## src/verilog/ftc_consts.svh

```systemverilog
// Register offsets, field positions and reset values for the fan tachometer block
`ifndef FTC_CONSTS_SVH
`define FTC_CONSTS_SVH

// ----------------------------------------
// Register indexes (byte address = 4 * index)
// ----------------------------------------
`define FTC_IDX_CTRL 8'h58
`define FTC_IDX_CNT1 8'h59
`define FTC_IDX_CNT2 8'h5A
`define FTC_IDX_CFG1 8'h5B
`define FTC_IDX_CFG2 8'h5C

// ----------------------------------------
// Control register fields and the config register range bit
// ----------------------------------------
`define FTC_SPD1_BIT 0
`define FTC_SPD2_BIT 1
`define FTC_MUL1_BIT 2
`define FTC_MUL2_BIT 3
`define FTC_DIV1_LSB 4
`define FTC_DIV2_LSB 6
`define FTC_CFG_RANGE_BIT 7

// ----------------------------------------
// Address fields
// ----------------------------------------
`define FTC_IDX_MSB 9
`define FTC_IDX_LSB 2

// ----------------------------------------
// Reset values and the count full-scale value
// ----------------------------------------
`define FTC_CTRL_RST 8'h50
`define FTC_CFG_RST 8'h00
`define FTC_CNT_RST 8'h00
`define FTC_CNT_MAX 8'hFF

// ----------------------------------------
// Timing
// ----------------------------------------
`define FTC_CLK_MHZ 40
`define FTC_BASE_TICK_NS 1000
`define FTC_NS_PER_US 1000

`endif

```

## src/verilog/ftc_pkg.sv

```systemverilog
// Types shared by the fan tachometer block
package ftc_pkg;
  typedef logic [1:0] ftc_div_t;
  typedef logic [7:0] ftc_byte_t;
endpackage

```

## src/verilog/ftc_top.sv

```systemverilog
// Two-channel fan tachometer counter with APB register access
//
// Functional notes
// Set, the fan-two multiplier bit doubles the range chosen by speed bit and config bit 7.
// Set, the fan-one multiplier bit doubles the range chosen by speed bit and config bit 7.
// Bits 5:4 divide the fan-one count clock by 1, 2, 4 or 8, resetting to divide by 2.
// Bits 7:6 divide the fan-two count clock by 1, 2, 4 or 8, resetting to divide by 2.
// An 8-bit read-only register holds the fan-one count of scaled clocks per pulse period.
// At each tachometer pulse the final count is latched and counting restarts.
// Software treats the count as possibly invalid for up to two pulses after start or a change.
// The count saturates at full scale instead of wrapping.
//
// Our own choice: register access over APB.
`timescale 1ns/1ps
`include "ftc_consts.svh"

module ftc_top #(
  parameter int PRESC_W = 16,
  parameter int BASE_TICK_CYC = (`FTC_BASE_TICK_NS * `FTC_CLK_MHZ) / `FTC_NS_PER_US
) (
  // Clock and reset
  input wire logic pclk,
  input wire logic presetn,
  // APB slave
  input wire logic psel,
  input wire logic penable,
  input wire logic pwrite,
  input wire logic [11:0] paddr,
  input wire logic [31:0] pwdata,
  output logic [31:0] prdata,
  output logic pready,
  output logic pslverr,
  // Fan tachometer pulses, one per fan
  input wire logic [1:0] fan_tach
);

  // ----------------------------------------
  // Registers
  // ----------------------------------------
  ftc_pkg::ftc_byte_t ctrl;
  ftc_pkg::ftc_byte_t fan_one_config;
  ftc_pkg::ftc_byte_t fan_two_config;
  ftc_pkg::ftc_byte_t tach_count [2];

  // ----------------------------------------
  // APB decode
  // ----------------------------------------
  wire logic setup_ph = psel & ~penable & ~pready;
  wire logic access_done = psel & penable & pready;
  wire logic [7:0] word_idx = paddr[`FTC_IDX_MSB:`FTC_IDX_LSB];
  wire logic aligned = (paddr[`FTC_IDX_LSB-1:0] == '0) & (paddr[11:`FTC_IDX_MSB+1] == '0);
  wire logic hit_ctrl = aligned & (word_idx == `FTC_IDX_CTRL);
  wire logic hit_cnt1 = aligned & (word_idx == `FTC_IDX_CNT1);
  wire logic hit_cnt2 = aligned & (word_idx == `FTC_IDX_CNT2);
  wire logic hit_cfg1 = aligned & (word_idx == `FTC_IDX_CFG1);
  wire logic hit_cfg2 = aligned & (word_idx == `FTC_IDX_CFG2);
  wire logic mapped = hit_ctrl | hit_cnt1 | hit_cnt2 | hit_cfg1 | hit_cfg2;
  wire logic wr_ctrl = access_done & pwrite & hit_ctrl;
  wire logic wr_cfg1 = access_done & pwrite & hit_cfg1;
  wire logic wr_cfg2 = access_done & pwrite & hit_cfg2;
  // Count registers ignore writes
  wire ftc_pkg::ftc_byte_t rd_byte =
    hit_ctrl ? ctrl :
    hit_cnt1 ? tach_count[0] :
    hit_cnt2 ? tach_count[1] :
    hit_cfg1 ? fan_one_config :
    hit_cfg2 ? fan_two_config : `FTC_CNT_RST;
  wire logic [31:0] next_prdata = {24'h000000, rd_byte};

  // No wait state: answer is prepared during the setup cycle
  always_ff @(posedge pclk or negedge presetn) begin
    if (!presetn) begin
      pready <= 1'h0;
      prdata <= 32'h00000000;
      pslverr <= 1'h0;
    end else begin
      pready <= setup_ph;
      prdata <= setup_ph ? next_prdata : 32'h00000000;
      pslverr <= setup_ph & ~mapped;
    end
  end

  always_ff @(posedge pclk or negedge presetn) begin
    if (!presetn) begin
      ctrl <= `FTC_CTRL_RST;
      fan_one_config <= `FTC_CFG_RST;
      fan_two_config <= `FTC_CFG_RST;
    end else begin
      if (wr_ctrl) begin
        ctrl <= pwdata[7:0];
      end
      if (wr_cfg1) begin
        fan_one_config <= pwdata[7:0];
      end
      if (wr_cfg2) begin
        fan_two_config <= pwdata[7:0];
      end
    end
  end

  // ----------------------------------------
  // Per-fan scaling selects
  // ----------------------------------------
  wire logic [1:0] range_sel [2];
  wire logic mult_on [2];
  wire ftc_pkg::ftc_div_t div_code [2];
  assign range_sel[0] = {fan_one_config[`FTC_CFG_RANGE_BIT], ctrl[`FTC_SPD1_BIT]};
  assign range_sel[1] = {fan_two_config[`FTC_CFG_RANGE_BIT], ctrl[`FTC_SPD2_BIT]};
  assign mult_on[0] = ctrl[`FTC_MUL1_BIT];
  assign mult_on[1] = ctrl[`FTC_MUL2_BIT];
  assign div_code[0] = ctrl[`FTC_DIV1_LSB +: 2];
  assign div_code[1] = ctrl[`FTC_DIV2_LSB +: 2];

  // ----------------------------------------
  // Tachometer counting, one channel per fan
  // ----------------------------------------
  ftc_tach_channel #(
    .PRESC_W(PRESC_W),
    .BASE_TICK_CYC(BASE_TICK_CYC)
  ) fan_one_ch_i (
    .pclk(pclk),
    .presetn(presetn),
    .div_code(div_code[0]),
    .range_sel(range_sel[0]),
    .mult_on(mult_on[0]),
    .tach(fan_tach[0]),
    .count(tach_count[0])
  );

  // Same channel; its count sits one index above fan one
  ftc_tach_channel #(
    .PRESC_W(PRESC_W),
    .BASE_TICK_CYC(BASE_TICK_CYC)
  ) fan_two_ch_i (
    .pclk(pclk),
    .presetn(presetn),
    .div_code(div_code[1]),
    .range_sel(range_sel[1]),
    .mult_on(mult_on[1]),
    .tach(fan_tach[1]),
    .count(tach_count[1])
  );

endmodule

// ----------------------------------------
// One tachometer channel: prescaler, running count and latch
// ----------------------------------------
module ftc_tach_channel #(
  parameter int PRESC_W = 16,
  parameter int BASE_TICK_CYC = (`FTC_BASE_TICK_NS * `FTC_CLK_MHZ) / `FTC_NS_PER_US
) (
  // Clock and reset
  input wire logic pclk,
  input wire logic presetn,
  // Scaling controls
  input wire ftc_pkg::ftc_div_t div_code,
  input wire logic [1:0] range_sel,
  input wire logic mult_on,
  // Tachometer pulse from the fan
  input wire logic tach,
  // Final count of the last pulse period
  output ftc_pkg::ftc_byte_t count
);

  // ----------------------------------------
  // State
  // ----------------------------------------
  logic tach_prev;
  logic [PRESC_W-1:0] presc;
  ftc_pkg::ftc_byte_t run_count;

  // ----------------------------------------
  // Scaled tick and pulse detect
  // ----------------------------------------
  // Doubling the range halves the count rate; divisor slows it by 2**code
  wire logic [2:0] shift = {1'h0, div_code} + {1'h0, range_sel}
                           + {2'h0, mult_on};
  wire logic [PRESC_W-1:0] presc_lim =
    PRESC_W'(BASE_TICK_CYC << shift) - PRESC_W'(1);
  // Compare, not equality: a divisor change may leave presc above the new limit
  wire logic tick = (presc >= presc_lim);
  // Falling edge only; a reset value of zero cannot fake one
  wire logic pulse = tach_prev & ~tach;
  wire logic sat = (run_count == `FTC_CNT_MAX);
  wire logic [PRESC_W-1:0] next_presc = (pulse | tick) ? '0 : presc + PRESC_W'(1);
  // Hold full scale so a fan too slow for the range reads all ones at its next pulse
  wire ftc_pkg::ftc_byte_t next_run_count =
    pulse ? `FTC_CNT_RST :
    (tick & ~sat) ? run_count + 8'h01 :
    run_count;

  // ----------------------------------------
  // Registers
  // ----------------------------------------
  always_ff @(posedge pclk or negedge presetn) begin
    if (!presetn) begin
      tach_prev <= 1'h0;
    end else begin
      tach_prev <= tach;
    end
  end

  always_ff @(posedge pclk or negedge presetn) begin
    if (!presetn) begin
      presc <= '0;
    end else begin
      presc <= next_presc;
    end
  end

  always_ff @(posedge pclk or negedge presetn) begin
    if (!presetn) begin
      run_count <= `FTC_CNT_RST;
    end else begin
      run_count <= next_run_count;
    end
  end

  // A count in flight when the divisor changes mixes both rates
  always_ff @(posedge pclk or negedge presetn) begin
    if (!presetn) begin
      count <= `FTC_CNT_RST;
    end else if (pulse) begin
      count <= run_count;
    end
  end

endmodule

```

## config.mk

```make
export PLATFORM = sky130hd
export DESIGN_NAME = ftc_top
export DESIGN_NICKNAME = d
export VERILOG_FILES = /design/src/verilog/ftc_pkg.sv /design/src/verilog/ftc_top.sv
export VERILOG_INCLUDE_DIRS = /design/src /design/src/verilog
export SDC_FILE = /design/constraint.sdc
export NUM_CORES = 1
export LEC_CHECK = 0
export ABC_AREA = 1
export BUFFER_PORTS_ARGS = -buffer_cell sky130_fd_sc_hd__buf_2
export CAP_MARGIN = 30
export CORE_MARGIN = 1.5
export CORE_UTILIZATION = 58
export CTS_CLUSTER_DIAMETER = 150
export CTS_CLUSTER_SIZE = 14
export DETAILED_ROUTE_END_ITERATION = 10
export GPL_TIMING_DRIVEN = 0
export PLACE_DENSITY = 0.81
export REMOVE_ABC_BUFFERS = 1
export SLEW_MARGIN = 20
export SYNTH_ARGS = -nofsm -noshare
export SYNTH_HDL_FRONTEND = slang
export SYNTH_SLANG_ARGS = --single-unit
```

## constraint.sdc

```tcl
create_clock -name pclk -period 3.85 [get_ports pclk]
set_input_delay 0.77 -clock pclk [delete_from_list [all_inputs] [get_ports pclk]]
set_output_delay 0.77 -clock pclk [all_outputs]
set_load 0.02 [all_outputs]
```

After elaboration in Yosys (flattened, before gate mapping)
Cells that the tools add are included.
- register bits after elaboration: 100
- bits of input ports: 51
- word-level logic and storage cells: 83
- add/sub/neg operators: 10
- magnitude comparators: 2
- equal/unequal tests: 7
- shift-type cells: 2
- mux-type cells: 12
- bitwise logic cells: 32
- reductions and logical operators: 4
- operator list (kind ; number):
    2-to-1 mux 8 bit ; 10
    equality test 8 x 7 -> 1 bit (second input constant) ; 5
    adder 16 x 1 -> 16 bit (second input constant) ; 2
    greater-or-equal comparator 16 bit ; 2
    2-to-1 mux 16 bit ; 2
    << shifter 6 x 3 -> 16 bit (first input constant) ; 2
    subtractor 16 x 2 -> 16 bit (second input constant) ; 2
    AND 1 bit ; 19
    adder 8 x 1 -> 8 bit (second input constant) ; 2
    equality test 8 bit (second input constant) ; 2
    NOT 1 bit ; 7
    adder 2 x 2 -> 3 bit ; 2
    adder 3 x 1 -> 3 bit ; 2
    OR 1 bit ; 6
    logical NOT 2 bit ; 2
    nonzero test 2 bit ; 2

Logic depth before layout (Yosys ltp)
Gate-level depths: netlist of run 1.
- depth after elaboration: 9
- depth in mapped cells: 18

Modules after synthesis
Synthesis of run 1 repeated with hierarchy kept, for this count alone.
- cells, all modules: 793
- area, all modules: 6142.1 µm²
- by module, submodules not included (module ; times used ; cells each ; area an instance (µm²) ; seq. area each (µm²)):
    ftc_tach_channel ; 2 ; 268 ; 2053.2 ; 825.8
    ftc_top ; 1 ; 257 ; 2035.7 ; 853.3

Worst setup path before layout of run 1
OpenSTA, ideal clock, no wires.
- path type: reg2reg
- from: register ctrl[4]
- to: register fan_one_ch_i.run_count[2]
- library setup time: 118 ps
- arrival: 3177 ps
- required time: 3732 ps
- slack: 555 ps
- stages on the path, launching flop included: 19
- period minus slack after synthesis: 3295 ps
- path through: dfstp_2 -> inv_1 -> fa_1 -> fa_1 -> inv_1 -> nor2_1 -> inv_1 -> ha_1 -> xor2_1 -> ha_1 -> nand2_1 -> nor2_1 -> nand2_1 -> nand2_1 -> nand2_1 -> nand2_1 -> nand2_2 -> nand3_1 -> nand2_1
- longest elaborated chain between the ends: 7
- ends and longest elaborated chain (item ; RTL line ; text):
    start, declared ; ftc_top.sv:40 ; ftc_pkg::ftc_byte_t ctrl;
    start signal, assigned ; ftc_top.sv:85 ; ctrl <= `FTC_CTRL_RST;
    start signal, assigned ; ftc_top.sv:90 ; ctrl <= pwdata[7:0];
    adder 2 x 2 -> 3 bit ; ftc_top.sv:177 ; wire logic [2:0] shift = {1'h0, div_code} + {1'h0, range_sel}
    adder 3 x 1 -> 3 bit ; ftc_top.sv:178 ; + {2'h0, mult_on};
    << shifter 6 x 3 -> 16 bit ; ftc_top.sv:180 ; PRESC_W'(BASE_TICK_CYC << shift) - PRESC_W'(1);
    subtractor 16 x 2 -> 16 bit ; ftc_top.sv:180 ;
    greater-or-equal comparator 16 bit ; ftc_top.sv:182 ; wire logic tick = (presc >= presc_lim);
    AND 1 bit ; ftc_top.sv:190 ; (tick & ~sat) ? run_count + 8'h01 :
    nonzero test 2 bit (no source line) ; n/a ;
    end signal, assigned ; ftc_top.sv:214 ; run_count <= `FTC_CNT_RST;
    end signal, assigned ; ftc_top.sv:216 ; run_count <= next_run_count;
    end, declared ; ftc_top.sv:171 ; ftc_pkg::ftc_byte_t run_count;
No other way between the ends.
A chain may end at the register's enable or synchronous reset.

Worst setup path in the final report of run 1
- from: register ctrl[6]
- to: register fan_two_ch_i.presc[0]
- longest elaborated chain between the ends: 7
- ends and longest elaborated chain (item ; RTL line ; text):
    adder 2 x 2 -> 3 bit ; ftc_top.sv:177 ;
    adder 3 x 1 -> 3 bit ; ftc_top.sv:178 ;
    << shifter 6 x 3 -> 16 bit ; ftc_top.sv:180 ;
    subtractor 16 x 2 -> 16 bit ; ftc_top.sv:180 ;
    greater-or-equal comparator 16 bit ; ftc_top.sv:182 ;
    OR 1 bit ; ftc_top.sv:186 ; wire logic [PRESC_W-1:0] next_presc = (pulse | tick) ? '0 : presc + PRESC_W'(1);
    2-to-1 mux 16 bit ; ftc_top.sv:186 ;
    via fan_two_ch_i.next_presc[0] ; ftc_top.sv:186 ;
    end signal, assigned ; ftc_top.sv:208 ; presc <= next_presc;
    end, declared ; ftc_top.sv:170 ; logic [PRESC_W-1:0] presc;
The timed path passes the listed nets, and every way through them passes these cells.

==> results of run 1 <==
[cell type report]
type                            instances  area, um2
Sequential cell                       100       2505
Clock buffer                           11      151.4
Multi-Input combinational cell        564       3055
Fill cell                             853       3563
Tap cell                              136      170.2
Inverter                              117      439.2
Clock inverter                          5      60.06
Timing Repair Buffer                   47      286.5
[routing by layer]
layer / share of wire (%) / routed length (um)
met3: 4.9 / 642
met4: 1.7 / 223
met1: 46 / 6044
met2: 47 / 6201
met5: 0 / 0
[critical path, stage by stage, from the launching register on]
cell and delay [ns]:
sky130_fd_sc_hd__dfstp_2 0.55, sky130_fd_sc_hd__inv_1 0.05, sky130_fd_sc_hd__fa_1 0.42, sky130_fd_sc_hd__fa_2 0.59, sky130_fd_sc_hd__inv_2 0.08, sky130_fd_sc_hd__nor2_2 0.10
sky130_fd_sc_hd__inv_1 0.05, sky130_fd_sc_hd__ha_1 0.20, sky130_fd_sc_hd__xor2_1 0.16, sky130_fd_sc_hd__ha_1 0.29, sky130_fd_sc_hd__nand2_1 0.07, sky130_fd_sc_hd__nand2_1 0.05
sky130_fd_sc_hd__a21oi_1 0.12, sky130_fd_sc_hd__nand2_1 0.08, sky130_fd_sc_hd__nand2_1 0.18, sky130_fd_sc_hd__nand3_4 0.14, sky130_fd_sc_hd__clkbuf_2 0.21, sky130_fd_sc_hd__buf_4 0.15
sky130_fd_sc_hd__nor2_1 0.08
[logic make-up after synthesis]
kind of cell             count (synthesis)  share of synthesized area [%]
AO/OA/AOI/OAI                           69                          6.272
XOR/XNOR                                22                          3.177
adder cells (fa/ha/maj)                 32                          7.097
buffers and inverters                  157                          11.51
flip-flops                             100                          41.30
other                                    2                         0.1238
AND/OR/NAND/NOR                        412                          30.51
[cells in the mapped netlist (18+ instances only)]
library cell	instances	area share, %
sky130_fd_sc_hd__nand4_1	25	2.6
sky130_fd_sc_hd__ha_1	28	5.8
sky130_fd_sc_hd__nand3_1	79	6.5
sky130_fd_sc_hd__inv_1	113	7.0
sky130_fd_sc_hd__o21ai_0	21	1.7
sky130_fd_sc_hd__a21oi_1	19	1.6
sky130_fd_sc_hd__o21ai_1	18	1.5
sky130_fd_sc_hd__xor2_1	20	2.9
sky130_fd_sc_hd__buf_4	25	3.1
sky130_fd_sc_hd__nor2_1	76	4.7
sky130_fd_sc_hd__dfrtp_1	98	40
sky130_fd_sc_hd__nand2_1	193	12
[report_power, final]
part | switching [W] | internal [W] | leakage, nW
combinational | 0.000126 | 0.0000558 | 2.01
sequential | 0.0000261 | 0.00108 | 1.37
clock | 0.000373 | 0.000337 | 0.106
[what timing repair did]
item	CTS	global route
setup endpoints to repair	34	45
cloned	0	1
pin swaps	0	7
endpoints found under the hold margin	0	0
buffers inserted	0	10
resized for setup	4	21
[flip-flops by register name, summed over array words and instances, names as in the netlist]
| register | count |
|---|---|
| ctrl | 8 |
| fan_one_config | 8 |
| fan_two_ch_i.presc | 16 |
| prdata | 8 |
| fan_two_ch_i.run_count | 8 |
| fan_two_ch_i.tach_prev | 1 |
| fan_one_ch_i.run_count | 8 |
| fan_one_ch_i.tach_prev | 1 |
| pslverr | 1 |
| fan_two_config | 8 |
| fan_one_ch_i.presc | 16 |
| fan_one_ch_i.count | 8 |
| fan_two_ch_i.count | 8 |
| pready | 1 |
[worst paths after layout]
kind                                         end  slack, ns  cells past startpoint                  start
max                        fan_two_ch_i.presc[0]       0.21                     18                ctrl[6]
min                        fan_two_ch_i.presc[3]       0.31                      1                presetn
max reg2reg                fan_two_ch_i.presc[0]       0.21                     18                ctrl[6]
min reg2reg                fan_two_ch_i.presc[0]       0.47                      1  fan_two_ch_i.presc[0]
max in group asynchronous                ctrl[4]       2.86                      2                presetn
min in group pclk          fan_two_ch_i.presc[0]       0.47                      1  fan_two_ch_i.presc[0]
[cell usage in the layout (no fill, tap or decap), drive strengths merged, types with 3 or more instances in the layout]
master  Yosys  routed
nand3      80      80
fa          4       4
inv       117     117
nand4      25      25
nand2     199     200
dfrtp      98      98
nor3       16      16
a21oi      19      19
clkbuf      6      12
nand3b      9       9
xor2       20      20
ha         28      28
o21ai      47      47
buf        34      46
clkinv      0       3
conb        2      28
nor2       80      80
[through the flow]
| stage | instance area (um2) | worst slack (ns) | hold slack [ns] |
|---|---|---|---|
| 3_3_place_gp | 6254 | 0.04788 | 0.4447 |
| 4_1_cts | 6514 | 0.0001004 | 0.3264 |
| 3_5_place_dp | 6287 | -0.09661 | 0.4543 |
| 2_1_floorplan | 5903 | 0.4996 | 0.4322 |
| 6_report | 6668 | 0.2082 | 0.3124 |
| 5_1_grt | 6668 | -0.01547 | 0.3381 |
==> qor.txt, run 1 <==
STATUS
----------------------------------------------------------------------------------------
Run status                                                                     completed

CTS
----------------------------------------------------------------------------------------
Htree depth                                                                            3
CTS buffer count                                                                       9
Clock tree root buffer cell                                                 sky130_fd_sc_hd__clkbuf_8
Max Buffers Root-to-Sink                                                               2
Insertion delay to the later sink of the worst-skew pair                         0.38 ns
Clock-pin slew of the registers on the worst-case setup and hold paths           0.09 ns
Hold-fix buffers at CTS                                                                0
CTS tree                                                                           built
Total clock sinks                                                                    100

STA
----------------------------------------------------------------------------------------
Clock Skew                                                                   0.008057 ns
Number of hold-slack violations in the final timing report                             0
Post-route setup TNS                                                                0 ns
Final clock period utilization by the worst path                                  94.59%
Max Freq                                                                       274.6 MHz
Tightest slew margin relative to the limit                                        44.54%
Min Clock Period, post-route                                                    3.642 ns
Max-slew violation count                                                               0
Final setup fails                                                                      0
Worst-Margin Slew                                                              0.8310 ns

ROUTING
----------------------------------------------------------------------------------------
Final ANT Viol Nets                                                                    0
Number of optimization iterations in the first detailed-route pass                     5
Number of DRC markers after the initial detailed-route iteration                     292
Number of vias per cell                                                            5.305
Total wire length                                                               13.11 mm
Detailed-route DRC error count                                                         0
Via count                                                                           5199
Mean routed wirelength per cell                                                 13.38 um

GLOBAL ROUTE
----------------------------------------------------------------------------------------
GR Util All Layers                                                                23.99%
Met3 global-route usage                                                           3.649%
Wire length of the first global-routing pass                                    21.55 mm
Global-route track usage on met1                                                  33.22%
GRT Max-Usage Layer                                                                 met2
Largest net degree at the start of global routing                                     56
Leftover overflow at the end of global routing                                         0
Via count of the first global-routing pass                                          4791
Antenna violations before repair                                                       0
Global routing usage on met2                                                      38.56%

DIE
----------------------------------------------------------------------------------------
Die boundary width                                                              105.3 um
Rows                                                                                  37
Starting density of the core                                                      59.28%
Core area                                                                      10230 um2
I/O pin cnt                                                                           85
Area of the die                                                                11080 um2
Die Height                                                                      105.3 um

SETUP PATH
----------------------------------------------------------------------------------------
Worst setup path category                                                   flip-flop to flip-flop
Sort of element at the end of the critical path                                flip-flop
Worst endpoint required time                                                     4.16 ns
Worst Path Arrival                                                               3.95 ns
Peak fanout along the critical path                                                    6
Worst Setup Start Kind                                                         flip-flop

PWR
----------------------------------------------------------------------------------------
Worst vdd ir                                                                    179.8 uV
Total power                                                                   0.001999 W
Leakage power                                                                   3.485 nW
Total power divided by cell area                                            299.8 nW/um2

LOGIC SYNTHESIS
----------------------------------------------------------------------------------------
Post-synthesis register bit count                                                    100
Top flip-flop cell by instance count after synthesis                        sky130_fd_sc_hd__dfrtp_1
Number of warnings issued by yosys                                                     0
Synthesized netlist cell count                                                       794
Netlist Area Pre-Place                                                          6065 um2
Unique cell type count in the Yosys netlist                                           34
Number of synthesized flops with an enable pin                                         0
Part of the Yosys area used for sequential elements                               41.30%
Share of flip-flops with an asynchronous set or reset                             100.0%
Syn avg cell area                                                              7.638 um2

PLACE
----------------------------------------------------------------------------------------
Routability Congestion                                                            0.8724
Total half-perimeter wirelength after legalization and detailed placement       8.966 mm
Number of input and output port buffers inserted                                      36
Inst Count DP                                                                        953

CELLS AND AREA
----------------------------------------------------------------------------------------
Share of layout cells above drive strength 1                                      13.03%
Antenna diode count                                                                    0
Final cell count without fillers                                                     980
P&R area growth vs syn                                                            9.944%
Count of nets after finishing                                                        922
Core utilization of the finished layout                                           65.17%

HOLD PATH
----------------------------------------------------------------------------------------
Class of the tightest hold or removal check                                 input pin to asynchronous set/reset pin

RUN
----------------------------------------------------------------------------------------
Max Cap Viol                                                                           0

No activity file was read; power rests on OpenSTA's default activity.
==> run 2, diff against run 1 <==
--- a/config.mk
+++ b/config.mk
@@ -10,14 +10,16 @@
 export BUFFER_PORTS_ARGS = -buffer_cell sky130_fd_sc_hd__buf_2
 export CAP_MARGIN = 30
 export CORE_MARGIN = 1.5
-export CORE_UTILIZATION = 58
+export CORE_UTILIZATION = 60
+export CTS_BUF_LIST = sky130_fd_sc_hd__clkbuf_2 sky130_fd_sc_hd__clkbuf_4 sky130_fd_sc_hd__clkbuf_8
 export CTS_CLUSTER_DIAMETER = 150
 export CTS_CLUSTER_SIZE = 14
 export DETAILED_ROUTE_END_ITERATION = 10
 export GPL_TIMING_DRIVEN = 0
-export PLACE_DENSITY = 0.81
+export PLACE_DENSITY = 0.83
 export REMOVE_ABC_BUFFERS = 1
 export SLEW_MARGIN = 20
 export SYNTH_ARGS = -nofsm -noshare
 export SYNTH_HDL_FRONTEND = slang
+export SYNTH_HIERARCHICAL = 1
 export SYNTH_SLANG_ARGS = --single-unit
==> qor.txt, run 2 <==
CTS
----------------------------------------------------------------------------------------
CTS tree                                                                           built   unchanged
CTS buffer count                                                                       9   unchanged
Clock tree root buffer cell                                                 sky130_fd_sc_hd__clkbuf_8   unchanged
Max Buffers Root-to-Sink                                                               2   unchanged
Htree depth                                                                            3   unchanged
Insertion delay to the later sink of the worst-skew pair                         0.38 ns   about the same
Clock-pin slew of the registers on the worst-case setup and hold paths           0.11 ns   was 0.09 ns
Total clock sinks                                                                    100   unchanged

STA
----------------------------------------------------------------------------------------
Final setup fails                                                                      0   unchanged
Worst-Margin Slew                                                              0.6570 ns   was 0.8310 ns
Fin Hold WS                                                                    0.3101 ns   was 0.3124 ns
Max-slew violation count                                                               0   unchanged
Final clock period utilization by the worst path                                  94.29%   was 94.59%
Max Freq                                                                       275.5 MHz   was 274.6 MHz
Number of hold-slack violations in the final timing report                             0   unchanged
Tightest slew margin relative to the limit                                        56.10%   was 44.54%
Clock Skew                                                                    0.01518 ns   was 0.008057 ns
Min Clock Period, post-route                                                    3.630 ns   was 3.642 ns
RSZ-0062 raised after global routing                                                  no

CELLS AND AREA
----------------------------------------------------------------------------------------
Share of layout cells above drive strength 1                                      12.80%   was 13.03%
Number of filler cells placed in the layout                                          786   was 853
Largest registers                                                           fan_one_ch_i/presc: 16 flops, fan_two_ch_i/presc: 16 flops   was fan_one_ch_i.presc: 16 flops, fan_two_ch_i.presc: 16 flops
Antenna diode count                                                                    0   unchanged
Core utilization of the finished layout                                           67.01%   was 65.17%
Count of nets after finishing                                                        914   was 922
Most frequent cells in the layout                                           205 x sky130_fd_sc_hd__nand2_1, 110 x sky130_fd_sc_hd__inv_1, 98 x sky130_fd_sc_hd__dfrtp_1, 72 x sky130_fd_sc_hd__nor2_1, 57 x sky130_fd_sc_hd__nand3_1   was 189 x sky130_fd_sc_hd__nand2_1, 110 x sky130_fd_sc_hd__inv_1, 98 x sky130_fd_sc_hd__dfrtp_1, 77 x sky130_fd_sc_hd__nand3_1, 72 x sky130_fd_sc_hd__nor2_1
Leading cell type in the layout, fill and taps excluded                     sky130_fd_sc_hd__nand2_1   unchanged
P&R area growth vs syn                                                            7.619%   was 9.944%
Final cell count without fillers                                                     969   was 980

SETUP PATH
----------------------------------------------------------------------------------------
Sort of element at the end of the critical path                                flip-flop   unchanged
Peak fanout along the critical path                                                   11   was 6
Longest individual stage delay on the worst path                                 0.60 ns   was 0.59 ns
Most used cell, CP                                                          sky130_fd_sc_hd__nand2_1   unchanged
Worst setup path category                                                   flip-flop to flip-flop   unchanged
Worst endpoint required time                                                     4.13 ns   was 4.16 ns
Cell type of the slowest stage on the worst timing path                     sky130_fd_sc_hd__fa_2   unchanged
Launch instance of the worst register-to-register path                           ctrl[4]   was ctrl[6]
Logic depth of the worst register-to-register path                                    18   unchanged
Slack of the worst reg-to-reg path                                               0.22 ns   was 0.21 ns
Critical path cell sequence                                                 inv_1 -> fa_1 -> fa_2 -> inv_1 -> nor2_1 -> inv_1 -> ha_1 -> xor2_1 -> ha_1 -> nand2_1 -> nor2_1 -> nand2_1 -> nand2_1 -> nand2_1 -> nand2_4 -> nand2_4 -> nand2_1 -> nand2_1   was inv_1 -> fa_1 -> fa_2 -> inv_2 -> nor2_2 -> inv_1 -> ha_1 -> xor2_1 -> ha_1 -> nand2_1 -> nand2_1 -> a21oi_1 -> nand2_1 -> nand2_1 -> nand3_4 -> clkbuf_2 -> buf_4 -> nor2_1
Worst Path Arrival                                                               3.91 ns   was 3.95 ns
Worst Setup Start Kind                                                         flip-flop   unchanged
Worst reg2reg endpoint                                                      fan_one_ch_i/run_count[2]   was fan_two_ch_i.presc[0]

ROUTING
----------------------------------------------------------------------------------------
Number of optimization iterations in the first detailed-route pass                     5   unchanged
Final ANT Viol Nets                                                                    0   unchanged
Number of DRC markers after the initial detailed-route iteration                     250   was 292
Mean routed wirelength per cell                                                 13.49 um   was 13.38 um
Total wire length                                                               13.07 mm   was 13.11 mm
Via count                                                                           5160   was 5199
Detailed-route DRC error count                                                         0   unchanged
Number of vias per cell                                                            5.325   was 5.305

LOGIC SYNTHESIS
----------------------------------------------------------------------------------------
List of most frequent post-synthesis cells                                  205 x sky130_fd_sc_hd__nand2_1, 110 x sky130_fd_sc_hd__inv_1, 98 x sky130_fd_sc_hd__dfrtp_1, 73 x sky130_fd_sc_hd__nor2_1, 57 x sky130_fd_sc_hd__nand3_1   was 193 x sky130_fd_sc_hd__nand2_1, 113 x sky130_fd_sc_hd__inv_1, 98 x sky130_fd_sc_hd__dfrtp_1, 79 x sky130_fd_sc_hd__nand3_1, 76 x sky130_fd_sc_hd__nor2_1
Number of warnings issued by yosys                                                     6   was 0
Cell types occupying the most area after synthesis                          sky130_fd_sc_hd__dfrtp_1 40%, sky130_fd_sc_hd__nand2_1 13%, sky130_fd_sc_hd__inv_1 6.7%   was sky130_fd_sc_hd__dfrtp_1 40%, sky130_fd_sc_hd__nand2_1 12%, sky130_fd_sc_hd__inv_1 7.0%
Post-synthesis register bit count                                                    100   unchanged
Most frequent cell after synthesis                                          sky130_fd_sc_hd__nand2_1   unchanged
Proportion of netlist area held by the largest area contributor                   39.93%   was 40.44%
Unique cell type count in the Yosys netlist                                           39   was 34
Synthesized netlist cell count                                                       793   was 794
Number of synthesized flops with an enable pin                                         0   unchanged
Top flip-flop cell by instance count after synthesis                        sky130_fd_sc_hd__dfrtp_1   unchanged
Netlist Area Pre-Place                                                          6142 um2   was 6065 um2
Syn avg cell area                                                              7.745 um2   was 7.638 um2
Share of flip-flops with an asynchronous set or reset                             100.0%   unchanged
Part of the Yosys area used for sequential elements                               40.78%   was 41.30%
Post-synthesis cell type with the largest combined area                     sky130_fd_sc_hd__dfrtp_1   unchanged

PLACE
----------------------------------------------------------------------------------------
Number of input and output port buffers inserted                                      36   unchanged
Total half-perimeter wirelength after legalization and detailed placement       9.278 mm   was 8.966 mm
Inst Count DP                                                                        947   was 953
Routability Congestion                                                            0.8803   was 0.8724

HOLD PATH
----------------------------------------------------------------------------------------
Class of the tightest hold or removal check                                 input pin to asynchronous set/reset pin   unchanged

DIE
----------------------------------------------------------------------------------------
I/O pin cnt                                                                           85   unchanged
Core area                                                                       9864 um2   was 10230 um2
Rows                                                                                  36   was 37
Starting density of the core                                                      62.27%   was 59.28%
Die boundary width                                                              104.2 um   was 105.3 um
Die Height                                                                      104.2 um   was 105.3 um
Area of the die                                                                10850 um2   was 11080 um2

GLOBAL ROUTE
----------------------------------------------------------------------------------------
Leftover overflow at the end of global routing                                         0   unchanged
Largest net degree at the start of global routing                                     52   was 56
Via count of the first global-routing pass                                          5006   was 4791
GR Util All Layers                                                                24.85%   was 23.99%
Wire length of the first global-routing pass                                    22.03 mm   was 21.55 mm
Antenna violations before repair                                                       0   unchanged

RUN
----------------------------------------------------------------------------------------
Max Cap Viol                                                                           0   unchanged

PWR
----------------------------------------------------------------------------------------
Leakage power                                                                   3.398 nW   was 3.485 nW
Worst vdd ir                                                                    175.8 uV   was 179.8 uV
Total power divided by cell area                                            318.8 nW/um2   was 299.8 nW/um2

STATUS
----------------------------------------------------------------------------------------
Run status                                                                     completed   unchanged

==> run 2: cell count changes after synthesis, sizes merged, moves of 4 or more <==
| cell | before | now |
|---|---|---|
| inv | 117 | 113 |
| xor2 | 20 | 12 |
| o211ai | 0 | 8 |
| nand3b | 9 | 4 |
| nor3b | 1 | 6 |
| o2111ai | 0 | 8 |
| o21ai | 47 | 52 |
| nand4 | 25 | 11 |
| nand3 | 80 | 59 |
| nand2 | 199 | 215 |
==> run 2: cells by family (layout without fill, tap and decap cells) <==
logic type	count (synthesis)	count (layout)	share of synthesized area, %
AOI/OAI and AO/OA	95	95	9.330
xor gates and xnor gates	12	12	1.711
adders and majority gates	32	32	7.008
buffers and inverters	154	171	11.65
DFF	100	100	40.78
other	5	28	0.3056
and+or+nand+nor	395	398	29.21
==> run 2: worst max-delay path by stage <==
stage	end	slack (ns)	start
floorplan	fan_two_ch_i/run_count[7]	0.47	ctrl[6]
global placement	fan_two_ch_i/run_count[5]	0.14	ctrl[6]
detailed placement	fan_two_ch_i/run_count[7]	-0.04	ctrl[6]
CTS	fan_two_ch_i/run_count[7]	0.01	ctrl[6]
global route	fan_one_ch_i/run_count[6]	0.0009	ctrl[4]
finish	fan_one_ch_i/run_count[2]	0.22	ctrl[4]
==> run 2: metrics by stage <==
| step | instance area (um2) | TNS [ns] | total power [W] | setup WS, ns |
|---|---|---|---|---|
| floorplan | 5944 | 0 | 0.001319 | 0.4733 |
| global placement | 6291 | 0 | 0.001387 | 0.1403 |
| detailed placement | 6325 | -0.3143 | 0.001411 | -0.04495 |
| CTS | 6534 | 0 | 0.002122 | 0.01053 |
| global route | 6610 | 0 | 0.002212 | 0.0009099 |
| finish | 6610 | 0 | 0.002108 | 0.2197 |
==> run 2: power by group <==
part,total (W),internal (W),switching [W]
clock,0.000710,0.000310,0.000400
sequential,0.00116,0.00111,0.0000504
combinational,0.000242,0.0000774,0.000165
==> run 2: layer usage <==
metal | vias to the layer above | share of wire, % | GRT usage [%]
met2 | 173 | 48 | 41.11
met5 | - | 0 | 0
met3 | 37 | 5.3 | 4.261
met1 | 2385 | 43 | 31.72
met4 | 0 | 2.7 | 12.00
li1 | 2565 | - | -
==> run 2: area by class of cell <==
class / instances / area [um2] / share of cell area, %
Clock buffer: 9 / 123.9 / 1.874
Sequential cell: 100 / 2505 / 37.90
Tap cell: 133 / 166.4 / 2.518
Multi-Input combinational cell: 565 / 3067 / 46.39
Clock inverter: 7 / 80.08 / 1.211
Timing Repair Buffer: 40 / 236.5 / 3.578
Inverter: 115 / 431.7 / 6.530
==> run 2: worst max-delay path, delay by kind of cell (launching register included) <==
family / cells / cell delay (ns)
flip-flops: 1 / 0.56
adder cells (fa/ha/maj): 4 / 1.54
AND/OR/NAND/NOR: 10 / 1.06
buffers and inverters: 3 / 0.21
XOR/XNOR: 1 / 0.17
==> run 2: what timing repair did <==
action | CTS | global route
gates resized for setup | 1 | 8
hold endpoints to repair | 0 | 0
hold buffers | 0 | 0
gates cloned | 0 | 3
pin swaps | 0 | 7
buffers inserted | 0 | 3
endpoints found under the setup margin | 12 | 42
